## src/pkg/dac_cap_map.svh

```systemverilog
// Offsets, field positions and reset values of the code cap register bank
`ifndef DAC_CAP_MAP_SVH
`define DAC_CAP_MAP_SVH

// Register indices; byte address is four times the index
`define CAP_IDX        10'h04d
`define ACT_IDX        10'h050
`define HIT_IDX        10'h051

// Cap register field layout
`define A2_CAP_LSB     0
`define A2_CAP_MSB     5
`define A3_CAP_LSB     8
`define A3_CAP_MSB     13

// Reset values
`define CAP_RESET      6'h3f
`define CAP_REG_RESET  16'h3f3f
`define ACT_RESET      16'h0000

// Ceiling shape: cap sits above seven low bits forced to one
`define CEIL_SHIFT     7
`define CEIL_LOW_ONES  7'h7f

`endif

```

## src/pkg/dac_cap_pkg.sv

```systemverilog
// Types and the ceiling function shared by the code cap block
package dac_cap_pkg;

	typedef logic [5:0]  cap_t;   // Six-bit cap field
	typedef logic [15:0] code_t;  // DAC code as latched

	// Whole state of the register bank
	typedef struct packed {
		cap_t        cap_a2;  // Channel A2 cap
		cap_t        cap_a3;  // Channel A3 cap
		code_t       act_a2;  // Channel A2 active code
		code_t       act_a3;  // Channel A3 active code
		logic [1:0]  hit;     // Sticky clamp flags
		logic        ack;     // Bus acknowledge
		logic [31:0] rdata;   // Bus read data
	} state_t;

	// Cap value to code ceiling: cap * 80h + 7Fh
	function automatic code_t ceiling(input cap_t cap);
		ceiling = {3'h0, cap, 7'h7f};
	endfunction

endpackage

```

## src/rtl/code_clamp.sv

```systemverilog
// Clamp of one channel's incoming code against its cap ceiling
`timescale 1ns/1ps
module code_clamp (
	input  wire logic [5:0]  i_cap,      // Cap field of the channel
	input  wire logic [15:0] i_code,     // Code headed for active reg
	output logic      [15:0] o_ceiling,  // Ceiling from the cap
	output logic      [15:0] o_code,     // Code after clamping
	output logic             o_over      // Code was above ceiling
);

	// Ceiling: cap in bits 12-7, three MSBs zero, seven low bits all ones
	always_comb begin
		o_ceiling = dac_cap_pkg::ceiling(i_cap);
		o_over    = (i_code > o_ceiling);
		// Clamp rather than drop, so the channel still moves
		if (o_over) begin
			o_code = o_ceiling;
		end else begin
			o_code = i_code;
		end
	end

endmodule

```

## src/rtl/dac_code_cap_a2_a3.sv

```systemverilog
// Code cap register for group A channels 2 and 3, Wishbone slave
//
// Register access over Wishbone is this design's own decision.
`timescale 1ns/1ps
`include "dac_cap_map.svh"
module dac_code_cap_a2_a3 (
	input  wire logic        i_core_clk,     // Core clock, 20 MHz
	input  wire logic        i_rst,          // Sync reset, active high
	input  wire logic        i_ce,           // Clock enable
	input  wire logic        i_wb_cyc,       // Bus cycle
	input  wire logic        i_wb_stb,       // Bus strobe
	input  wire logic        i_wb_we,        // Write enable
	input  wire logic [11:0] i_wb_adr,       // Byte address
	input  wire logic [3:0]  i_wb_sel,       // Byte enables
	input  wire logic [31:0] i_wb_dat,       // Write data
	output logic             o_wb_ack,       // Acknowledge
	output logic      [31:0] o_wb_dat,       // Read data
	input  wire logic        i_a2_load,      // Latch strobe, channel A2
	input  wire logic [15:0] i_a2_code,      // New code, channel A2
	input  wire logic        i_a3_load,      // Latch strobe, channel A3
	input  wire logic [15:0] i_a3_code,      // New code, channel A3
	output logic      [15:0] o_a2_active,    // Active code, channel A2
	output logic      [15:0] o_a3_active,    // Active code, channel A3
	output logic      [1:0]  o_clamp_hit     // Sticky clamp flags
);

	// Decoded register selection
	localparam logic [1:0] SEL_NONE = 2'h0;
	localparam logic [1:0] SEL_CAP  = 2'h1;
	localparam logic [1:0] SEL_ACT  = 2'h2;
	localparam logic [1:0] SEL_HIT  = 2'h3;

	dac_cap_pkg::state_t r;   // Registered state
	dac_cap_pkg::state_t n;   // Next state

	logic [15:0] a2_ceil;     // Channel A2 ceiling
	logic [15:0] a2_clamped;  // Channel A2 code after clamp
	logic        a2_over;     // Channel A2 code above ceiling
	logic [15:0] a3_ceil;     // Channel A3 ceiling
	logic [15:0] a3_clamped;  // Channel A3 code after clamp
	logic        a3_over;     // Channel A3 code above ceiling
	logic        req;         // New bus request this cycle
	logic [1:0]  sel;         // Register hit by the request

	// Address decode; two low address bits ignored, word access only
	function automatic logic [1:0] reg_sel(input logic [11:0] a);
		if (a[11:2] == `CAP_IDX) begin
			reg_sel = SEL_CAP;
		end else if (a[11:2] == `ACT_IDX) begin
			reg_sel = SEL_ACT;
		end else if (a[11:2] == `HIT_IDX) begin
			reg_sel = SEL_HIT;
		end else begin
			reg_sel = SEL_NONE;
		end
	endfunction

	// Clamp of channel A2 against its own cap
	code_clamp u_a2_clamp (
		.i_cap     (r.cap_a2),
		.i_code    (i_a2_code),
		.o_ceiling (a2_ceil),
		.o_code    (a2_clamped),
		.o_over    (a2_over)
	);

	// Clamp of channel A3 against its own cap
	code_clamp u_a3_clamp (
		.i_cap     (r.cap_a3),
		.i_code    (i_a3_code),
		.o_ceiling (a3_ceil),
		.o_code    (a3_clamped),
		.o_over    (a3_over)
	);

	// Request seen once; ack high in the next cycle keeps it single-shot
	assign req = i_wb_cyc && i_wb_stb && !r.ack;
	assign sel = reg_sel(i_wb_adr);

	// Next state: bus access, code latching and clamp flags
	always_comb begin
		n       = r;
		n.ack   = req;
		n.rdata = 32'h0;
		// Read mux; reserved bits and unmapped words read zero
		if (req && !i_wb_we) begin
			case (sel)
				SEL_CAP: begin
					n.rdata = {16'h0, 2'h0, r.cap_a3,
						2'h0, r.cap_a2};
				end
				SEL_ACT: begin
					n.rdata = {r.act_a3, r.act_a2};
				end
				SEL_HIT: begin
					n.rdata = {30'h0, r.hit};
				end
				default: begin
					n.rdata = 32'h0;
				end
			endcase
		end
		// Cap writes, one byte lane per channel field
		if (req && i_wb_we && sel == SEL_CAP) begin
			if (i_wb_sel[0]) begin
				n.cap_a2 = i_wb_dat[`A2_CAP_MSB:`A2_CAP_LSB];
			end
			if (i_wb_sel[1]) begin
				n.cap_a3 = i_wb_dat[`A3_CAP_MSB:`A3_CAP_LSB];
			end
		end
		// Clamp flags: write one to clear
		if (req && i_wb_we && sel == SEL_HIT && i_wb_sel[0]) begin
			n.hit = r.hit & ~i_wb_dat[1:0];
		end
		// Latching uses the cap in force before any same-cycle write
		if (i_a2_load) begin
			n.act_a2 = a2_clamped;
			if (a2_over) begin
				n.hit[0] = 1'b1;  // Set wins over a clear
			end
		end
		if (i_a3_load) begin
			n.act_a3 = a3_clamped;
			if (a3_over) begin
				n.hit[1] = 1'b1;  // Set wins over a clear
			end
		end
	end

	// State register; enable low freezes everything, bus included
	always_ff @(posedge i_core_clk) begin
		if (i_rst) begin
			r.cap_a2 <= `CAP_RESET;
			r.cap_a3 <= `CAP_RESET;
			r.act_a2 <= `ACT_RESET;
			r.act_a3 <= `ACT_RESET;
			r.hit    <= 2'h0;
			r.ack    <= 1'b0;
			r.rdata  <= 32'h0;
		end else if (i_ce) begin
			r <= n;
		end
	end

	// Outputs straight from the state register
	assign o_wb_ack    = r.ack;
	assign o_wb_dat    = r.rdata;
	assign o_a2_active = r.act_a2;
	assign o_a3_active = r.act_a3;
	assign o_clamp_hit = r.hit;
endmodule

```

## config.mk

```make
export PLATFORM = sky130hd
export DESIGN_NAME = dac_code_cap_a2_a3
export DESIGN_NICKNAME = d
export VERILOG_FILES = /design/src/pkg/dac_cap_pkg.sv /design/src/rtl/code_clamp.sv /design/src/rtl/dac_code_cap_a2_a3.sv
export VERILOG_INCLUDE_DIRS = /design/src /design/src/pkg
export SDC_FILE = /design/constraint.sdc
export NUM_CORES = 1
export LEC_CHECK = 0
export ABC_AREA = 1
export BUFFER_PORTS_ARGS = -buffer_cell sky130_fd_sc_hd__buf_2
export CAP_MARGIN = 20
export CORE_MARGIN = 3
export CORE_UTILIZATION = 35
export DETAILED_ROUTE_END_ITERATION = 6
export PLACE_DENSITY = 0.62
export SETUP_SLACK_MARGIN = 0.1
export SLEW_MARGIN = 10
export SYNTH_ARGS = -nofsm -noshare
export SYNTH_HDL_FRONTEND = slang
export SYNTH_SLANG_ARGS = --single-unit
```

## constraint.sdc

```tcl
create_clock -name i_core_clk -period 2 [get_ports i_core_clk]
set_input_delay 0 -clock i_core_clk [delete_from_list [all_inputs] [get_ports i_core_clk]]
set_output_delay 0 -clock i_core_clk [all_outputs]
set_load 0.02 [all_outputs]
```

==> results of run 1 <==
per-layer routing:
layer | global-route usage (%) | up-vias | wire length, um
li1 | - | 2030 | -
met1 | 25.5 | 1765 | 5120
met2 | 30.5 | 96 | 5110
met3 | 3.26 | 18 | 669
met4 | 8.03 | 0 | 243
met5 | 0 | - | 0
final timing paths:
check                         end  slack, ps  cells after the start
hold / removal     o_a3_active[8]         30                      5
hold reg to reg   o_a3_active[13]        460                      2
setup / recovery  o_a2_active[10]        190                     12
setup reg to reg  o_a2_active[10]        190                     12
final cells by class:
type                       instances  share of cell area [%]
timing repair buffer             171                    20.8
sequential                        79                    31.8
inverter                          65                    4.89
multi-input combinational        361                    35.4
clock buffer                      12                    2.91
tap                              133                    3.33
clock inverter                     4                   0.902
layout by cell type, fill, tap and decap left out, types with 3 or more instances in the layout:
cell / Yosys / layout
a21oi_1: 49 / 49
buf_2: 4 / 130
buf_4: 3 / 9
clkbuf_8: 0 / 10
clkinv_2: 0 / 3
dfxtp_1: 79 / 76
dfxtp_2: 0 / 3
dlygate4sd3_1: 0 / 32
ha_1: 12 / 12
inv_1: 63 / 63
nand2_1: 153 / 152
nand3_1: 48 / 48
nand4_1: 16 / 16
nor2_1: 40 / 40
o21ai_0: 13 / 13
o31ai_1: 14 / 14
cells in the mapped netlist, drive strengths merged:
cell	number	area (um2)
nor3	3	26.3
clkinv	1	3.75
dfxtp	79	1580
o21ai	13	65.1
nand3	49	250
a21oi	49	245
nand4	16	100
a31oi	2	12.5
o31ai	14	105
buf	10	61.3
or2	1	6.26
ha	12	150
o211ai	2	15.0
nand2	156	593
inv	64	240
clkbuf	13	48.8
nor2	44	185
flip-flops by register name, indices dropped and copies added, names as in the netlist:
signal	flops
o_a2_active	16
o_clamp_hit	2
o_a3_active	16
o_wb_ack	1
o_wb_dat	32
r	12
through the flow:
stage	util, %	std cells
after floorplan	-	528
after global routing	49.9	825
after global placement	44.6	777
after detailed placement	44.6	777
final	49.9	825
after CTS	49.8	825
power by group:
part	leakage (nW)	internal, mW	switching (mW)
Combinational	1.82	0.173	0.249
Sequential	0.641	1.61	0.0318
Clock	0.100	0.606	0.585
timing repair:
action                     CTS  global route
hold buffers                32             0
hold endpoints to repair    29             0
pin swaps                    0             0
gates cloned                 0             0
gates resized for setup      2             4
setup endpoints to repair    4            22
kinds of logic after synthesis:
kind of cell,Yosys count,share of synthesized area [%]
DFF,79,42.9
buffers and inverters,88,9.60
AOI/OAI and AO/OA,80,12.0
adders and majority gates,12,4.07
and+or+nand+nor,269,31.5
worst reg2reg max path, stage by stage (launching register included):
cell and delay [ps]:
dfxtp_2 370, inv_1 70, ha_1 320, nand2_1 80, nand2_1 50, a21oi_1 130, nand2_1 80, nand2_2 140
nand2_4 140, nand2_1 100, nand3_1 110, nand2_1 100, inv_1 40
==> flow_summary.ini, run 1 <==
[global_route]
grt_pass1_wl_um = 17600
grt_pass1_vias = 3605
grt_overflow = 0
grt_usage_pct = 19.1
antenna_found_initial = 0
grt_max_degree = 59

[sta]
finalMaxSlewViolations = 0
max_slew_margin_pct = 55.7
fin_hold_ws_ps = 33.7
hold_violations = 0
min_period_ps = 1810
fmax_mhz = 553
tns_ps = 0
worst_slack_ps = 191
rsz0062_at_grt = true
final.setup_skew_ps = 3.61
setup_viol = 0
worst_slew_pin_slew_ps = 664
min_period_over_period_pct = 90.5

[min_path]
hp-class = in2reg
min_from = i_a3_code[8]

[pwr]
vdd_drop_max_mv = 0.272
p_per_area_nw_per_um2 = 652
total_power_mw = 3.26
p_leak_nw = 2.57

[layout]
drive_gt1_share_pct = 24.1
finalInstanceArea_um2 = 4990
areaGrowthSynthToFinish_pct = 35.3
nFillCells = 1030
final_nets = 787
regArea_um2 = 1590
antenna_cells = 0
multi_input_area_um2 = 1770

[worst_setup_path]
cp_data_arrival_time_ps = 2070
crit_top_cell = nand2_1
slowest_delay_ps = 370
cp_cell_sequence = inv_1, ha_1, nand2_1, nand2_1, a21oi_1, nand2_1, nand2_2, nand2_4, nand2_1, nand3_1, nand2_1, inv_1
crit_family = simple AND/OR/NAND/NOR gates
cp-end-kind = register
cp_num_buf_inv = 2
crit_path_top_delay_cell = dfxtp_2
crit_type = reg2reg
timing.rr.start = r[77]
cp.required_ps = 2260
start_kind = register
startpoint = r[77]
critical_path_peak_fanout = 14

[route]
vias_per_cell = 4.74
drt-pass1-iter-count = 4
antenna_violating_nets_post_route = 0
vias = 3909
wl_per_cell_um = 13.5
drt_iter0_drc = 248
drt-total-wl_um = 11100
drc = 0

[floorplanning]
start_util_pct = 36.9
die_x_um = 109
core_area_um2 = 10000
fp.dieH_um = 109
pin_count = 155
rows = 36
die-area_um2 = 11800

[run]
maxCapViolCount = 0

[place]
numPortBuffers = 130
place.gp.congestion = 0.841
dp_slack_ps = 97.3
dp_hpwl_um = 8250
postPlaceCellArea_um2 = 4460

[yosys]
synth_cells = 528
synth_seq_cells = 79
syn-cell-area_um2 = 3690
yosysUniqueCellTypes = 26
synth.avg_cell_area_um2 = 6.99
yosysWarnings = 0
synthesis.nets = 628
synth.yosys.seq_area_share_pct = 42.9

[clock_network]
cts_tree = done
clock_latency_ps = 360
cts_max_level = 3
cts_root_buffer = clkbuf_8
clock_path_buffers = 2
cts.sinks = 79
cts_made_buffers = 9
clkTransAtPathRegs_ps = 80
cts_setup_buffers = 0

[status]
status = complete, no violations
No activity file was read; power rests on OpenSTA's default activity.
==> inputs of run 2 (changes only) <==
--- a/config.mk
+++ b/config.mk
@@ -11,3 +11,3 @@
 export CAP_MARGIN = 20
-export CORE_MARGIN = 3
+export CORE_ASPECT_RATIO = 0.6
 export CORE_UTILIZATION = 35
--- a/constraint.sdc
+++ b/constraint.sdc
@@ -3,2 +3,2 @@
 set_output_delay 0 -clock i_core_clk [all_outputs]
-set_load 0.02 [all_outputs]
+set_load 0.1 [all_outputs]
==> flow_summary.ini, run 2 (same netlist as run 1, synthesis figures left out) <==
[layout]
nFillCells = 1044
drive_gt1_share_pct = 24.8
antenna_cells = 0
final_cell_mix = 151 x nand2_1, 130 x buf_2, 79 x dfxtp_1, 63 x inv_1, 49 x a21oi_1
areaGrowthSynthToFinish_pct = 39.5
final_common_cell = nand2_1
final_nets = 785
largest_register_ffs = 32

[global_route]
grt_usage_pct = 21.9
grt_pass1_vias = 3617
grt_max_degree = 59
grt_pass1_wl_um = 18100
antenna_found_initial = 0
grt_overflow = 0

[floorplanning]
fp.dieH_um = 81.5
start_util_pct = 36.7
core_area_um2 = 10100
die_x_um = 135
pin_count = 155
rows = 28
die-area_um2 = 11000

[worst_setup_path]
cp-end-kind = register
cp.required_ps = 2240
r2r_slack_ps = 240
cp_data_arrival_time_ps = 1990
critical_path_peak_fanout = 14
r2r_cells = 12
crit_type = reg2reg
start_kind = register

[min_path]
hp-class = in2reg
min_delay_path_depth = 3

[pwr]
p_per_area_nw_per_um2 = 798
vdd_drop_max_mv = 0.478
total_power_mw = 4.11
p_leak_nw = 2.62

[clock_network]
clkTransAtPathRegs_ps = 60
cts_tree = done
cts_max_level = 3
clock_path_buffers = 2
cts_made_buffers = 9
cts.sinks = 79
cts_setup_buffers = 0
clock_latency_ps = 340
cts_root_buffer = clkbuf_16

[route]
antenna_violating_nets_post_route = 0
drt-total-wl_um = 11600
wl_per_cell_um = 14.0
drt-pass1-iter-count = 5
drc = 0
vias_per_cell = 4.85
vias = 3999
drt_iter0_drc = 233

[status]
status = complete, no violations

[sta]
worst_slew_pin_slew_ps = 784
final.setup_skew_ps = 5.85
finalMaxSlewViolations = 0
fmax_mhz = 569
max_slew_margin_pct = 47.5
hold_violations = 0
min_period_over_period_pct = 87.8
setup_viol = 0
tns_ps = 0
min_period_ps = 1760
rsz0062_at_grt = true

[place]
dp_hpwl_um = 8750
numPortBuffers = 130
place.gp.congestion = 0.876

[run]
maxCapViolCount = 0
==> run 2: final timing paths <==
path,start,to
setup reg to reg,r[77],o_a2_active[10]
hold / removal,i_wb_sel[0],r[78]
setup / recovery,r[77],o_a2_active[10]
hold reg to reg,o_a3_active[13],o_a3_active[13]
==> run 2: power breakdown <==
group          switching (mW)  leakage (nW)  internal, mW
Clock                   0.636         0.158          1.16
Combinational           0.499          1.82         0.174
Sequential             0.0302         0.643          1.61
Total                    1.16          2.62          2.95
==> run 2: layout make-up <==
cell class,instances,area (um2),share of cell area [%]
Clock buffer,11,253,4.91
Sequential cell,79,1580,30.7
Clock inverter,5,80.1,1.56
Timing Repair Buffer,169,1020,19.8
Multi-Input combinational cell,361,1800,35.0
Tap cell,135,169,3.28
Inverter,65,244,4.74
==> run 2: worst max-delay path, cell delays in order, from the launching register on <==
cell and delay [ps]:
dfxtp_1 360, inv_1 70, ha_1 300, nand2_1 80, nand2_1 50, a21oi_1 130, nand2_1 100, nand2_4 130
nand2_8 110, nand2_1 100, nand3_1 100, nand2_1 100, inv_1 40
==> run 2: layer usage <==
layer	track usage (%)	share of wire [%]	vias up
met5	0	0	-
met4	5.51	0.77	0
met3	5.86	7.3	10
met2	31.6	40	146
met1	31.8	52	1814
li1	-	-	2029
==> run 2: what timing repair did <==
action	in CTS	in global routing
setup endpoints to repair	3	26
gates resized for setup	1	9
hold endpoints to repair	28	0
hold buffers	30	0
==> run 2: metrics by stage <==
stage               instance area (um2)  util, %  instances  hold WS (ps)  worst slack [ps]
floorplan                          3690        -        528           118               236
global placement                   4470     44.4        779           225               152
detailed placement                 4470     44.4        779           236               102
CTS                                5100     50.7        825          10.4               116
global route                       5150     51.2        825          30.0              77.7
finish                             5150     51.2        825          25.0               243
==> inputs of run 3 (changes only) <==
PLACE_DENSITY = 0.58   (was 0.62)
SYNTH_HIERARCHICAL = 1   (was default)
==> flow_summary.ini, run 3 <==
[sta]
worst_slack_ps = 219
fmax_mhz = 562
setup_viol = 0
tns_ps = 0
max_slew_margin_pct = 64.8
min_period_ps = 1780
rsz0062_at_grt = false
hold_violations = 0
final.setup_skew_ps = 7.02
worst_slew_pin_slew_ps = 529
finalMaxSlewViolations = 0
min_period_over_period_pct = 89.0

[route]
drc = 0
vias = 4269
drt-pass1-iter-count = 5
antenna_violating_nets_post_route = 0
vias_per_cell = 4.71
drt_iter0_drc = 359
drt-total-wl_um = 13100
wl_per_cell_um = 14.5

[pwr]
swShare_pct = 30.7
p_leak_nw = 2.69
pwr-share-comb_pct = 18.6
p_per_area_nw_per_um2 = 746
seq_power_share_pct = 40.4
power.net_switching_mw = 1.27
vdd_drop_max_mv = 0.338
pwr-share-clk_pct = 41.1
p_int_mw = 2.86

[floorplanning]
die-area_um2 = 14100
fp.dieH_um = 92.5
rows = 32
pin_count = 155
die_x_um = 153
start_util_pct = 36.5
core_area_um2 = 13100

[layout]
drive_gt1_share_pct = 34.1
final_nets = 831
areaGrowthSynthToFinish_pct = 15.7
final_cell_mix = 134 x nand2_1, 130 x buf_2, 82 x nor2_1, 71 x dfxtp_1, 48 x inv_1
utilization_pct = 42.2
finalInstanceArea_um2 = 5530
largest_register_ffs = 32
antenna_cells = 0
nFillCells = 1365
final_common_cell = nand2_1

[yosys]
synth.avg_cell_area_um2 = 7.27
syn-cell-area_um2 = 4780
yosysWarnings = 6
synth_cells = 658

[global_route]
grt_pass1_vias = 4040
grt_max_degree = 45
grt_usage_pct = 19.2
grt_overflow = 0
antenna_found_initial = 0
grt_pass1_wl_um = 21100

[place]
dp_hpwl_um = 10200
numPortBuffers = 130
postPlaceCellArea_um2 = 5010
place.gp.congestion = 0.800
dp_slack_ps = 161

[clock_network]
cts_max_level = 3
cts_tree = done
cts_made_buffers = 9
clkTransAtPathRegs_ps = 60
clock_latency_ps = 340
clock_path_buffers = 2
cts_root_buffer = clkbuf_16
cts.sinks = 79

[worst_setup_path]
cp.required_ps = 2220
cp-end-kind = register
crit_type = reg2reg
cp_data_arrival_time_ps = 2010
start_kind = register
critical_path_peak_fanout = 8

[status]
status = complete, no violations

[run]
maxCapViolCount = 0

[min_path]
hp-class = in2reg
[run 3: final timing paths]
path                                    from              to  slack (ps)  cells after the start
worst max-delay path                   r[70]  o_a3_active[0]         220                     12
worst min-delay path            i_a3_code[6]  o_a3_active[6]          10                      5
worst max register to register         r[70]  o_a3_active[0]         220                     12
worst min register to register  o_wb_dat[13]    o_wb_dat[13]         470                      2
[run 3: power by group through the flow]
stage | logic, mW | registers, mW | clock network, mW
floorplan | 0.636 | 1.69 | 0
global placement | 0.727 | 1.70 | 0
detailed placement | 0.737 | 1.70 | 0
CTS | 0.756 | 1.67 | 1.73
global route | 0.819 | 1.67 | 1.81
finish | 0.766 | 1.67 | 1.69
[run 3: layout make-up]
class	count	area (um2)	area share [%]
Clock inverter	2	37.5	0.679
Inverter	55	208	3.75
Multi-Input combinational cell	430	2330	42.1
Sequential cell	79	1600	28.9
Tap cell	170	213	3.85
Timing Repair Buffer	156	876	15.8
Clock buffer	14	274	4.95
[run 3: through the flow]
step	cells	hold slack [ps]	power [mW]
after global placement	876	279	2.43
final	906	10.1	4.13
after detailed placement	876	286	2.44
after CTS	904	13.3	4.16
after floorplan	662	171	2.33
after global routing	906	37.4	4.30
[run 3: layer usage]
| layer | global-route usage (%) | wire, um | vias to the layer above |
|---|---|---|---|
| met5 | 0 | 0 | - |
| met4 | 3.79 | 90 | 0 |
| met3 | 4.59 | 902 | 8 |
| met2 | 27.2 | 5080 | 158 |
| met1 | 28.9 | 7050 | 1930 |
| li1 | - | - | 2173 |
[run 3: repair_timing]
action / 4_1_cts / 5_1_grt
hold buffers: 12 / 0
hold endpoints to repair: 12 / 0
resized for setup: 0 / 24
endpoints found under the setup margin: 0 / 27
buffers inserted: 0 / 1
[run 3: worst max-delay path, stage by stage, from the launching register on]
cell and delay [ps]:
dfxtp_2 340, inv_1 50, ha_1 300, nand2_2 100, inv_1 50, nand2_1 60, nand2_1 50, nand2_2 80
nand3_4 190, nand2_8 180, nand2_1 60, o21ai_0 170, nor2_1 60
